[config.mk]
export PLATFORM = sky130hd
export DESIGN_NAME = ipe_regs
export DESIGN_NICKNAME = d
export VERILOG_FILES = /design/src/pkg/ipe_pkg.sv /design/src/design/ipe_regs.sv
export SDC_FILE = /design/constraint.sdc
export NUM_CORES = 1
export LEC_CHECK = 0
export ABC_AREA = 1
export BUFFER_PORTS_ARGS = -buffer_cell sky130_fd_sc_hd__buf_2
export CORE_MARGIN = 2
export CORE_UTILIZATION = 41
export CTS_CLUSTER_DIAMETER = 200
export DETAILED_ROUTE_END_ITERATION = 10
export GPL_ROUTABILITY_DRIVEN = 0
export HOLD_SLACK_MARGIN = 0.1
export PLACE_DENSITY = 0.85
export SLEW_MARGIN = 20
export SYNTH_ARGS = -nofsm -noshare
export SYNTH_HDL_FRONTEND = slang
export SYNTH_SLANG_ARGS = --single-unit
[constraint.sdc]
create_clock -name clock -period 2.6 [get_ports clock]
set_input_delay 0.78 -clock clock [delete_from_list [all_inputs] [get_ports clock]]
set_output_delay 0.78 -clock clock [all_outputs]
set_load 0.01 [all_outputs]
[src/pkg/ipe_pkg.sv]
package ipe_pkg;
  // Special-function addresses
  localparam logic [7:0] IPE_ADDR_PRIO   = 8'hb8;
  localparam logic [7:0] IPE_ADDR_EXTEN  = 8'he6;
  // Priority register fields
  localparam int IPE_P_RSVD7 = 7;
  localparam int IPE_P_INT1  = 6;
  localparam int IPE_P_TMR3  = 5;
  localparam int IPE_P_SER   = 4;
  localparam int IPE_P_TICK  = 3;
  localparam int IPE_P_RSVD2 = 2;
  localparam int IPE_P_TMR2  = 1;
  localparam int IPE_P_INT0  = 0;
  // Extended enable fields
  localparam int IPE_E_SW1 = 4;
  localparam int IPE_E_SW0 = 3;
  localparam int IPE_E_FC  = 2;
  // Storage masks and reset values
  localparam logic [7:0] IPE_PRIO_WMASK  = 8'h7f;
  localparam logic [7:0] IPE_PRIO_RDONE  = 8'h80;
  localparam logic [7:0] IPE_EXTEN_WMASK = 8'h1c;
  localparam logic [7:0] IPE_RST_VAL     = 8'h00;
  localparam logic [2:0] IPE_BIT_ADDR_BITS = 3'h3;

  // Register-port request from the processor
  typedef struct packed {
    logic       wr;     // Byte write
    logic       bwr;    // Single-bit write
    logic [7:0] addr;   // SFR address
    logic [2:0] bitsel; // Bit index for single-bit access
    logic [7:0] wdata;  // Byte data, bit 0 used for bit writes
  } ipe_req_s;

  // Request lines from the extended sources
  typedef struct packed {
    logic fc_done;
    logic sw0;
    logic sw1;
  } ipe_src_s;
endpackage

[src/design/ipe_regs.sv]
`timescale 1ns/1ps
module ipe_regs
  import ipe_pkg::*;
(
  input  wire logic     clock,           // System clock
  input  wire logic     rst,             // Async reset, high
  input  wire ipe_req_s req,             // Register access
  input  wire logic     rd_bit_req,      // Read addressed bit onto rdata[0]
  output logic [7:0]    rdata,           // Read data for req.addr
  output logic [7:0]    interrupt_priority_select, // Priority byte as read
  input  wire logic     global_irq_enable, // Global enable
  input  wire ipe_src_s src,             // Extended source requests
  output ipe_src_s      src_gated,       // Enabled extended requests
  input  wire logic     hi_req,          // Any enabled high-level request
  input  wire logic     lo_req,          // Any enabled low-level request
  input  wire logic     isr_enter,       // Processor vectors to chosen request
  input  wire logic     isr_exit,        // Return from service
  output logic          take_hi,         // Grant a high-level vector
  output logic          take_lo,         // Grant a low-level vector
  output logic          in_hi_r,         // High-level service active
  output logic          in_lo_r          // Low-level service active
);
  logic [7:0] prio_r;
  logic [7:0] exten_r;
  logic       prio_hit;
  logic       exten_hit;

  ////////////////////////////////////////////////////////////////////////////
  // Bit-write merge, shared by both registers
  function automatic logic [7:0] merge(input logic [7:0] cur, input ipe_req_s r);
    logic [7:0] v;
    v = cur;
    if (r.bwr) begin
      v[r.bitsel] = r.wdata[0];
    end else begin
      v = r.wdata;
    end
    return v;
  endfunction

  assign prio_hit  = (req.addr == IPE_ADDR_PRIO);
  assign exten_hit = (req.addr == IPE_ADDR_EXTEN);

  ////////////////////////////////////////////////////////////////////////////
  // Priority register; bit 2 stored as plain r/w, software keeps it zero
  always_ff @(posedge clock or posedge rst) begin
    if (rst) begin
      prio_r <= IPE_RST_VAL;
    end else if ((req.wr || req.bwr) && prio_hit) begin
      prio_r <= merge(prio_r, req) & IPE_PRIO_WMASK;
    end
  end

  // Extended enable; only bits 4:2 ever store, others stay zero
  always_ff @(posedge clock or posedge rst) begin
    if (rst) begin
      exten_r <= IPE_RST_VAL;
    end else if ((req.wr || req.bwr) && exten_hit) begin
      exten_r <= merge(exten_r, req) & IPE_EXTEN_WMASK;
    end
  end

  // Bit 7 always reads one
  assign interrupt_priority_select = prio_r | IPE_PRIO_RDONE;

  ////////////////////////////////////////////////////////////////////////////
  // Read mux; unmapped addresses read zero
  always_comb begin
    logic [7:0] b;
    b = 8'h00;
    if (prio_hit) begin
      b = interrupt_priority_select;
    end else if (exten_hit) begin
      b = exten_r;
    end
    rdata = rd_bit_req ? {7'h00, b[req.bitsel]} : b;
  end

  ////////////////////////////////////////////////////////////////////////////
  // Gating of extended sources; global enable overrides every mask
  assign src_gated.sw1     = global_irq_enable && exten_r[IPE_E_SW1] && src.sw1;
  assign src_gated.sw0     = global_irq_enable && exten_r[IPE_E_SW0] && src.sw0;
  assign src_gated.fc_done = global_irq_enable && exten_r[IPE_E_FC]  && src.fc_done;

  ////////////////////////////////////////////////////////////////////////////
  // Preemption: high wins simultaneous requests and may interrupt low service
  assign take_hi = hi_req && !in_hi_r;
  assign take_lo = lo_req && !hi_req && !in_hi_r && !in_lo_r;

  // Service-level tracking; exit ends the innermost level unless a granted entry in the same cycle wins
  always_ff @(posedge clock or posedge rst) begin
    if (rst) begin
      in_hi_r <= 1'b0;
      in_lo_r <= 1'b0;
    end else if (isr_enter && take_hi) begin
      in_hi_r <= 1'b1;
    end else if (isr_enter && take_lo) begin
      in_lo_r <= 1'b1;
    end else if (isr_exit) begin
      if (in_hi_r) begin
        in_hi_r <= 1'b0;
      end else begin
        in_lo_r <= 1'b0;
      end
    end
  end

  ////////////////////////////////////////////////////////////////////////////
  // Assertions
  property p_rsvd7;
    @(posedge clock) disable iff (rst) interrupt_priority_select[IPE_P_RSVD7];
  endproperty
  a_rsvd7: assert property (p_rsvd7) else $error("priority bit 7 not one");

  property p_prio_bwr;
    @(posedge clock) disable iff (rst)
      req.bwr && prio_hit && req.bitsel != 3'h7 |=> prio_r[$past(req.bitsel)] == $past(req.wdata[0]);
  endproperty
  a_prio_bwr: assert property (p_prio_bwr) else $error("bit write lost");

  property p_prio_byte;
    @(posedge clock) disable iff (rst)
      req.wr && !req.bwr && prio_hit |=> prio_r[6:0] == $past(req.wdata[6:0]);
  endproperty
  a_prio_byte: assert property (p_prio_byte) else $error("byte write lost");

  property p_ext_rsvd;
    @(posedge clock) disable iff (rst) exten_r[7:5] == 3'h0 && exten_r[1:0] == 2'h0;
  endproperty
  a_ext_rsvd: assert property (p_ext_rsvd) else $error("extended reserved bits set");

  property p_ea_override;
    @(posedge clock) disable iff (rst) !global_irq_enable |-> src_gated == '0;
  endproperty
  a_ea_override: assert property (p_ea_override) else $error("request passed without global enable");

  property p_fc_gate;
    @(posedge clock) disable iff (rst)
      global_irq_enable && src.fc_done |-> src_gated.fc_done == exten_r[IPE_E_FC];
  endproperty
  a_fc_gate: assert property (p_fc_gate) else $error("fc gate wrong");

  property p_sw_gate;
    @(posedge clock) disable iff (rst)
      src_gated.sw1 |-> exten_r[IPE_E_SW1] && src.sw1;
  endproperty
  a_sw_gate: assert property (p_sw_gate) else $error("sw1 gate wrong");

  property p_no_preempt_hi;
    @(posedge clock) disable iff (rst) in_hi_r |-> !take_hi && !take_lo;
  endproperty
  a_no_preempt_hi: assert property (p_no_preempt_hi) else $error("high service preempted");

  property p_hi_first;
    @(posedge clock) disable iff (rst) hi_req && lo_req && !in_hi_r |-> take_hi && !take_lo;
  endproperty
  a_hi_first: assert property (p_hi_first) else $error("low served before high");

  property p_ext_rd;
    @(posedge clock) disable iff (rst) exten_hit && !rd_bit_req |-> rdata == exten_r;
  endproperty
  a_ext_rd: assert property (p_ext_rd) else $error("extended read wrong");

  ////////////////////////////////////////////////////////////////////////////
  // Field checks: each level select follows a byte write at its own position
  property p_lvl_int1;
    @(posedge clock) disable iff (rst)
      req.wr && !req.bwr && prio_hit |=> prio_r[IPE_P_INT1] == $past(req.wdata[IPE_P_INT1]);
  endproperty
  a_lvl_int1: assert property (p_lvl_int1) else $error("edge input 1 level lost");

  property p_lvl_tmr3;
    @(posedge clock) disable iff (rst)
      req.wr && !req.bwr && prio_hit |=> prio_r[IPE_P_TMR3] == $past(req.wdata[IPE_P_TMR3]);
  endproperty
  a_lvl_tmr3: assert property (p_lvl_tmr3) else $error("timer 3 level lost");

  property p_lvl_ser;
    @(posedge clock) disable iff (rst)
      req.wr && !req.bwr && prio_hit |=> prio_r[IPE_P_SER] == $past(req.wdata[IPE_P_SER]);
  endproperty
  a_lvl_ser: assert property (p_lvl_ser) else $error("serializer level lost");

  property p_lvl_tick;
    @(posedge clock) disable iff (rst)
      req.wr && !req.bwr && prio_hit |=> prio_r[IPE_P_TICK] == $past(req.wdata[IPE_P_TICK]);
  endproperty
  a_lvl_tick: assert property (p_lvl_tick) else $error("tick clock level lost");

  property p_lvl_tmr2;
    @(posedge clock) disable iff (rst)
      req.wr && !req.bwr && prio_hit |=> prio_r[IPE_P_TMR2] == $past(req.wdata[IPE_P_TMR2]);
  endproperty
  a_lvl_tmr2: assert property (p_lvl_tmr2) else $error("timer 2 level lost");

  property p_lvl_int0;
    @(posedge clock) disable iff (rst)
      req.wr && !req.bwr && prio_hit |=> prio_r[IPE_P_INT0] == $past(req.wdata[IPE_P_INT0]);
  endproperty
  a_lvl_int0: assert property (p_lvl_int0) else $error("edge input 0 level lost");

  ////////////////////////////////////////////////////////////////////////////
  // Gating and decode checks; a masked source must stay quiet even when requesting
  property p_sw0_pass;
    @(posedge clock) disable iff (rst)
      global_irq_enable && exten_r[IPE_E_SW0] && src.sw0 |-> src_gated.sw0;
  endproperty
  a_sw0_pass: assert property (p_sw0_pass) else $error("sw0 request dropped");

  property p_sw0_mask;
    @(posedge clock) disable iff (rst)
      !exten_r[IPE_E_SW0] |-> !src_gated.sw0;
  endproperty
  a_sw0_mask: assert property (p_sw0_mask) else $error("masked sw0 passed");

  property p_sw1_pass;
    @(posedge clock) disable iff (rst)
      global_irq_enable && exten_r[IPE_E_SW1] && src.sw1 |-> src_gated.sw1;
  endproperty
  a_sw1_pass: assert property (p_sw1_pass) else $error("sw1 request dropped");

  property p_unmapped_wr;
    @(posedge clock) disable iff (rst)
      (req.wr || req.bwr) && !prio_hit |=> $stable(prio_r);
  endproperty
  a_unmapped_wr: assert property (p_unmapped_wr) else $error("priority changed by foreign write");

  property p_prio_rd;
    @(posedge clock) disable iff (rst)
      prio_hit && !rd_bit_req |-> rdata == interrupt_priority_select;
  endproperty
  a_prio_rd: assert property (p_prio_rd) else $error("priority read wrong");

  property p_bit_rd;
    @(posedge clock) disable iff (rst)
      prio_hit && rd_bit_req |-> rdata == {7'h00, interrupt_priority_select[req.bitsel]};
  endproperty
  a_bit_rd: assert property (p_bit_rd) else $error("priority bit read wrong");

  property p_unmapped_rd;
    @(posedge clock) disable iff (rst)
      !prio_hit && !exten_hit |-> rdata == 8'h00;
  endproperty
  a_unmapped_rd: assert property (p_unmapped_rd) else $error("unmapped read not zero");

  // Reset check runs without disable, from the second reset edge on, once the async clear has settled
  property p_rst_clear;
    @(posedge clock)
      rst && $past(rst) |-> prio_r == IPE_RST_VAL && exten_r == IPE_RST_VAL && !in_hi_r && !in_lo_r;
  endproperty
  a_rst_clear: assert property (p_rst_clear) else $error("state not cleared in reset");

  ////////////////////////////////////////////////////////////////////////////
  // Service-level checks
  property p_lo_no_nest;
    @(posedge clock) disable iff (rst)
      in_lo_r |-> !take_lo;
  endproperty
  a_lo_no_nest: assert property (p_lo_no_nest) else $error("low preempted low service");

  property p_hi_preempts_lo;
    @(posedge clock) disable iff (rst)
      in_lo_r && !in_hi_r && hi_req |-> take_hi;
  endproperty
  a_hi_preempts_lo: assert property (p_hi_preempts_lo) else $error("high blocked in low service");

  property p_hi_enter;
    @(posedge clock) disable iff (rst)
      isr_enter && take_hi |=> in_hi_r;
  endproperty
  a_hi_enter: assert property (p_hi_enter) else $error("high service not entered");

  property p_lo_enter;
    @(posedge clock) disable iff (rst)
      isr_enter && take_lo |=> in_lo_r;
  endproperty
  a_lo_enter: assert property (p_lo_enter) else $error("low service not entered");

  property p_exit_inner;
    @(posedge clock) disable iff (rst)
      isr_exit && !isr_enter && in_hi_r |=> !in_hi_r && in_lo_r == $past(in_lo_r);
  endproperty
  a_exit_inner: assert property (p_exit_inner) else $error("exit did not end inner level");

  c_preempt:  cover property (@(posedge clock) disable iff (rst) in_lo_r && take_hi);
  c_bitwrite: cover property (@(posedge clock) disable iff (rst) req.bwr && prio_hit);
  c_fc:       cover property (@(posedge clock) disable iff (rst) src_gated.fc_done);
  c_hi_first: cover property (@(posedge clock) disable iff (rst) hi_req && lo_req && take_hi);
  c_nested:   cover property (@(posedge clock) disable iff (rst) isr_exit && in_hi_r && in_lo_r);
endmodule

# --- Word-level counts from Yosys, hierarchy flattened ---
# Index checks and enable logic that the tools add are counted.
# Widths: inputs -> output; s select.
word_totals:
  inputBits: 32
  output_inout_bits: 23
  ff_bits: 12
  wordCells: 51
op_classes:
  n_eq_ne: 4
  magnitude_cmp: 2
  bitwise: 1
  muxes: 17
  n_reduce_logical: 23
op_table:
  columns: ["cell", "count"]
  rows:
  - ["$bwmux 8", 2]
  - ["$eq 8x8->1 const B", 2]
  - ["$mux 8", 2]
  - ["$logic_and 1x1->1", 15]
  - ["$mux 5", 2]
  - ["$mux 1", 8]
  - ["$mux 7", 1]
  - ["$lt 3x4->1 const B", 1]
  - ["$reduce_bool 2->1", 2]
  - ["$bmux 1 s3", 1]
  - ["$demux 1 s3", 1]
  - ["$ge 3x1->1 const B", 1]
  - ["$logic_not 1->1", 3]
  - ["$reduce_and 3->1", 1]
  - ["$ne 2x1->1 const B", 1]
  - ["$ne 2x2->1 const B", 1]
  - ["$reduce_and 2->1", 1]
  - ["$logic_or 1x1->1", 1]
  - ["$not 1->1", 1]

# --- Depth between registers and ports, before layout ---
# Gate-level depths: netlist of the first run.
depth:
  word_depth: 7
  depth_mapped: 9
  depth_no_buf: 9

# --- Least setup slack after synthesis of the first run ---
# No wires, ideal clock.
synth_path:
  path_kind: "in2out"
  from: "input port req[13] (netlist bit)"
  to: "output port rdata[1]"
  required_ns: 1.820
  slack_ns: 0.251
  arrival_time_ns: 1.569
  n_path_buf: 0
  stages: 7
  cell_sequence: "inv_1 nand2_2 nor2_4 nand2_4 nor2_2 inv_1 nor2_1"
synth_via:
  elab_chain_len: 3
synth_lines:
  columns: ["element", "line", "rtl"]
  rows:
  - ["start: declaration", "ipe_regs.sv:7", "input wire ipe_req_s req,"]
  - ["$eq 8x8->1", "ipe_regs.sv:41", "assign prio_hit = (req.addr == IPE_ADDR_PRIO);"]
  - ["$mux 8", "ipe_regs.sv:71", "if (prio_hit) begin"]
  - ["$mux 8", "ipe_regs.sv:76", "rdata = rd_bit_req ? {7'h00, b[req.bitsel]} : b;"]
  - ["end: declaration", "ipe_regs.sv:9", "output logic [7:0] rdata,"]
# Every way passes these cells.

# --- Final worst setup path of the first run ---
layout_path:
  from: "input port req[13] (netlist bit)"
  to: "output port rdata[0]"
layout_via:
  elab_chain_len: 6
  elab_cells_between_ends: 7
  cone_classes: "2 x eq/ne; 5 x mux"
layout_lines:
  columns: ["element", "line", "rtl"]
  rows:
  - ["$eq 8x8->1", "ipe_regs.sv:42", "assign exten_hit = (req.addr == IPE_ADDR_EXTEN);"]
  - ["$mux 5", "ipe_regs.sv:73", "end else if (exten_hit) begin"]
  - ["$mux 8 *", "ipe_regs.sv:71", null]
  - ["$bmux 1 s3", "ipe_regs.sv:76", null]
  - ["$mux 1 (implied by the code)", "ipe_regs.sv:76", null]
  - ["$mux 8 *", "ipe_regs.sv:76", null]
# Mark *: on every way between the ends. The rest lies on a longest branch, timed or not. The select of a mux whose other input is x is not followed.

==> results_dict.tcl, run 1 <==
set metrics [dict create \
    outcome "completed" \
    cts-buffers-inserted 3 \
    yosys_warnings 0 \
    die_h_um 53.75 \
    clockRootBuffer "clkbuf_4" \
    cp_data_required_time_ns 1.82 \
    clock_latency_ns 0.28 \
    path_cells "buf_2, inv_2, nand2_2, nor2_4, nand3_2, nand2_1, nand2_1, nand2_1, o21ai_2, nand2_1, buf_2" \
    ys_types 22 \
    layout_min_cycle_time_ns 2.523 \
    grt_max_degree 13 \
    maxSlewViolCount 0 \
    place_ws_ns 0.03478 \
    cp_slowest_stage_delay_ns 0.17 \
    fin_nets 244 \
    ios 55 \
    synthesis.nets 188 \
    synth_top_area_share_pct 29.59 \
    hp-class "in -> async" \
    ir_drop_mv 0.3671 \
    vias 1204 \
    grt_pass1_wl_um 4305 \
    viasPerCell 4.996 \
    hpwlAfterDp_um 2107 \
    cpLargestDelayFamily "simple AND/OR/NAND/NOR gates" \
    syn-cell-area_mm2 0.001015 \
    yosys.area.top_type "dfrtp_1" \
    final.setup.tns_ns 0 \
    crit_buf_inv 3 \
    fin_worst_skew_ns 0.00006647 \
    r2r_cells 3 \
    ys_ff_latch 12 \
    hold_buffers 0 \
    startpoint_type "input pin" \
    rows 18 \
    drcViolationCount 0 \
    fin_ws_ns 0.07746 \
    die_area_mm2 0.002889 \
    drt_iter0_drc 19 \
    antenna_found_initial 0 \
    rr_startpoint "in_hi_r" \
    r2r-end "in_hi_r" \
    cts_sinks 12 \
    path_class "in -> out" \
    cellLeakagePower_nw 0.8196 \
    syn_avg_cell_area_um2 6.505 \
    wl_per_cell_um 11.39 \
    core_area_mm2 0.002410 \
    worstPathArrival_ns 1.74 \
    p_per_area_mw_per_mm2 358.0 \
    fill_cells 245 \
    diodes 0 \
    end_kind "primary output" \
    period_share_pct 97.02 \
    io_buffers 52 \
    syn_to_final_growth_pct 38.47 \
    fmaxAchievable_ghz 0.3964 \
    grt.total_usage_pct 20.02 \
    tritoncts "done" \
    htreeDepth 1 \
    drt_first_pass_iters 4 \
    die_x_um 53.75 \
    setup_violations 0 \
    cp_max_fo 4 \
    crit_slowest_cell "nor2_4" \
    ant_nets 0 \
    hold_viol_final 0 \
    seq_area_frac_synth_pct 29.59 \
    drv_cap 0 \
    synth.area.top_cells "dfrtp_1 (30%), nand2_1 (16%), a21oi_1 (8.4%)" \
    clk_path_buf_depth 2 \
    grt_overflow 0 \
    start_util_pct 42.11 \
    drive_above_1_share_pct 38.86 \
    crit_top_cell "nand2_1" \
    cts.clk_slew.worst_paths_ns 0.08 \
    grt_setup_unrepaired "yes" \
    synthesis.instances 156 \
    routed_wl_um 2746 \
    first_global_vias 1052 \
    r2r_setup_slack_ns 1.65 \
]
## flip-flops by register name, indices dropped and copies added, names as in the netlist
| register | cells |
|---|---|
| prio_r | 7 |
| exten_r | 3 |
| in_hi_r | 1 |
| in_lo_r | 1 |
## through the flow
step	power [mW]	area (um^2)	utilization (%)	instances	hold slack, ns
floorplan	0.2893	1015	-	156	0.5295
global placement	0.3412	1289	53.48	235	0.4913
detailed placement	0.3427	1289	53.48	235	0.4891
CTS	0.4985	1325	54.98	239	0.5098
global route	0.5354	1405	58.31	241	0.5334
finish	0.5030	1405	58.31	241	0.4975
## final cells by class
| cell class | count | area, um^2 | share of cell area, % |
|---|---|---|---|
| clock buffers | 4 | 36.28 | 2.582 |
| inverters | 23 | 91.34 | 6.500 |
| multi-input cells | 118 | 645.6 | 45.95 |
| flip-flops and latches | 12 | 300.3 | 21.37 |
| well taps | 30 | 37.54 | 2.671 |
| repair buffers | 54 | 294.0 | 20.93 |
## cells in the final DEF (no fill, tap or decap), types with 2 or more instances in the layout
cell type   n
dfrtp_1    12
nand2_2     4
a21oi_1    17
nor2_4      7
buf_4       2
nor2_1     15
o21ai_2     2
buf_6       3
a31oi_1     7
nand2_4     2
buf_2      49
inv_4       2
nor3_1      2
nand2_1    41
clkbuf_4    3
nand4_1     2
nand3_2     3
inv_2       2
o21ai_0     5
nand3_1     8
inv_1      19
## synthesized netlist by cell type
library cell,count
conb_1,1
buf_2,1
a31oi_1,7
dfrtp_1,12
buf_4,1
nand3_1,11
o21ai_0,6
nor2_4,4
nor2_1,15
nand2_4,1
nand2_1,42
inv_1,21
nor3_1,2
a21oi_1,17
nor2_2,3
nand4_1,2
nor2_8,1
nand2_2,4
nor4_4,1
inv_2,2
buf_6,1
o21ai_2,1
## where the power goes
group | switching, mW | leakage (nW) | internal [mW]
logic | 0.0802 | 0.655 | 0.0539
registers | 0.0139 | 0.144 | 0.202
clock network | 0.0681 | 0.0210 | 0.0852
total | 0.162 | 0.820 | 0.341
## timing repair
action | in CTS | in global routing
endpoints found under the setup margin | 0 | 1
setup buffers | 0 | 2
resized for setup | 0 | 17
## worst max-delay path by stage
stage	start	slack, ns	depth (start not counted)	end
3_3_place_gp	req[13]	0.07	11	rdata[0]
2_1_floorplan	req[13]	0.25	7	rdata[1]
5_1_grt	req[11]	-0.02	11	rdata[0]
4_1_cts	req[13]	0.03	11	rdata[0]
3_5_place_dp	req[13]	0.03	11	rdata[0]
6_report	req[13]	0.08	11	rdata[0]
## routing by layer
| metal | GRT usage, % | share of wire, % | wire length, um | vias to the layer above |
|---|---|---|---|---|
| met3 | 2.500 | 5.8 | 160 | 4 |
| met4 | 7.692 | 0.98 | 27 | 0 |
| li1 | - | - | - | 619 |
| met2 | 34.15 | 52 | 1417 | 48 |
| met1 | 25.56 | 42 | 1141 | 533 |
| met5 | 0 | 0 | 0 | - |
## logic make-up (layout without fill, tap and decap cells)
logic type	count (synthesis)	after routing	share of synthesized area (%)
DFF	12	12	29.59
other	1	1	0.3696
and+or+nand+nor	86	86	42.66
AOI/OAI and AO/OA	31	31	16.52
buffers and inverters	26	81	10.85
No activity file was read; power rests on OpenSTA's default activity.
==> run 2: changes to the inputs <==
Settings changed: CTS_BUF_LIST from default to sky130_fd_sc_hd__clkbuf_8 sky130_fd_sc_hd__clkbuf_16.
==> run 2 against run 1 <==
Clock-buffer cell count unchanged. Combinational power about the same. Critical path depth unchanged. Clock power is 39% higher. Routed wire length rose by 0.87%. Largest cell class unchanged. Non-clock buffer count is the same. Flip-flop and latch count stayed put.
==> results_dict.tcl, run 2 (synthesis results as in run 1) <==
set metrics [dict create \
    setup_violations 0 \
    p_seq_share_pct 38.4 \
    final_cell_mix "buf_2 (49), nand2_1 (41), inv_1 (19)" \
    comb_power_share_pct 23.8 \
    crit_buf_inv 3 \
    grt_pass1_wl_um 4367 \
    core_area_mm2 0.002410 \
    grt.total_usage_pct 20.37 \
    maxSlewViolCount 0 \
    htreeDepth 1 \
    vias 1191 \
    cts.clk_slew.worst_paths_ns 0.05 \
    cellLeakagePower_nw 0.8273 \
    fin_worst_skew_ns 0.00006631 \
    die_x_um 53.75 \
    wl_per_cell_um 11.49 \
    die_h_um 53.75 \
    final.setup.tns_ns 0 \
    drive_above_1_share_pct 38.86 \
    cp_data_required_time_ns 1.82 \
    cp_max_fo 4 \
    grt_max_degree 13 \
    final_area_mm2 0.001424 \
    path_class "in -> out" \
    startpoint_type "input pin" \
    fmaxAchievable_ghz 0.3961 \
    outcome "completed" \
    ant_nets 0 \
    clock_latency_ns 0.25 \
    worstPathArrival_ns 1.74 \
    die_area_mm2 0.002889 \
    layout_min_cycle_time_ns 2.524 \
    hold_depth 2 \
    syn_to_final_growth_pct 40.32 \
    largest_reg_flops 7 \
    power_mw 0.5632 \
    start_util_pct 42.11 \
    dpl_cell_area_mm2 0.001289 \
    clockPowerShare_pct 37.8 \
    cts_sinks 12 \
    hpwlAfterDp_um 2107 \
    viasPerCell 4.942 \
    p_per_area_mw_per_mm2 395.5 \
    fill_cells 242 \
    io_buffers 52 \
    r2r_setup_slack_ns 1.66 \
    path_depth 11 \
    hp-class "reg -> reg" \
    fin_ws_ns 0.07553 \
    clk_path_buf_depth 2 \
    largest_register "prio_r" \
    tritoncts "done" \
    cts-buffers-inserted 3 \
    crit_slowest_cell "nor2_4" \
    cp_slowest_stage_delay_ns 0.17 \
    drt_iter0_drc 12 \
    place_ws_ns 0.03478 \
    switching_share_pct 30.66 \
    grt_overflow 0 \
    grt_setup_unrepaired "yes" \
    clockRootBuffer "clkbuf_8" \
    drcViolationCount 0 \
    antenna_found_initial 0 \
    drt_first_pass_iters 4 \
    cpLargestDelayFamily "simple AND/OR/NAND/NOR gates" \
    p_switching_mw 0.1727 \
    fin_nets 244 \
    final_common_cell "buf_2" \
    hold_viol_final 0 \
    largestRegisters "prio_r x7, exten_r x3" \
    rows 18 \
    routed_wl_um 2770 \
    end_kind "primary output" \
    drv_cap 0 \
    p_int_mw 0.3905 \
    period_share_pct 97.09 \
    first_global_vias 1061 \
    crit_top_cell "nand2_1" \
    ios 55 \
    ir_drop_mv 0.4762 \
    diodes 0 \
    path_cells "buf_2, inv_2, nand2_2, nor2_4, nand3_2, nand2_1, nand2_1, nand2_1, o21ai_2, nand2_1, buf_2" \
    r2r_cells 3 \
]
[run 2: cell counts in the layout (fill, tap and decap cells not counted)]
No cell type changed its count.
[run 2: routing by layer]
| layer | vias up | share of wire [%] | global-route usage (%) |
|---|---|---|---|
| li1 | 615 | - | - |
| met1 | 526 | 41 | 25.56 |
| met2 | 45 | 51 | 34.76 |
| met3 | 5 | 5.7 | 3.333 |
| met4 | 0 | 1.6 | 7.692 |
| met5 | - | 0 | 0 |
[run 2: worst paths after layout]
check,from,end
max,req[13],rdata[0]
min,in_lo_r,in_lo_r
max reg2reg,in_hi_r,in_hi_r
min reg2reg,in_lo_r,in_lo_r
max in group asynchronous,rst,prio_r[4]
min in group asynchronous,rst,prio_r[0]
[run 2: worst min-delay path: stages, from the launching register on]
cell and delay [ns]:
dfrtp_1 0.36, nand2_1 0.06, nand2_1 0.05
[run 2: power by group through the flow]
stage	registers, mW	clock network, mW	logic [mW]
5_1_grt	0.218	0.222	0.152
3_3_place_gp	0.219	0	0.122
4_1_cts	0.216	0.215	0.125
2_1_floorplan	0.221	0	0.0678
3_5_place_dp	0.218	0	0.124
6_report	0.216	0.213	0.134
[run 2: timing repair]
action | in CTS | in global routing
setup buffers | 0 | 2
hold buffers | 0 | 0
endpoints found under the setup margin | 0 | 1
resized for setup | 0 | 17
[run 2: layout make-up]
cell class | count | area [um^2] | share of cell area, %
Clock buffer | 4 | 55.05 | 3.866
Sequential cell | 12 | 300.3 | 21.09
Inverter | 23 | 91.34 | 6.415
Multi-Input combinational cell | 118 | 645.6 | 45.34
Tap cell | 30 | 37.54 | 2.636
Timing Repair Buffer | 54 | 294.0 | 20.65
[run 2: metrics by stage]
step	hold WS [ns]	std cells	util [%]
floorplan	0.5295	156	-
global route	0.5503	241	59.09
CTS	0.5093	239	55.76
finish	0.5030	241	59.09
detailed placement	0.4891	235	53.48
global placement	0.4913	235	53.48
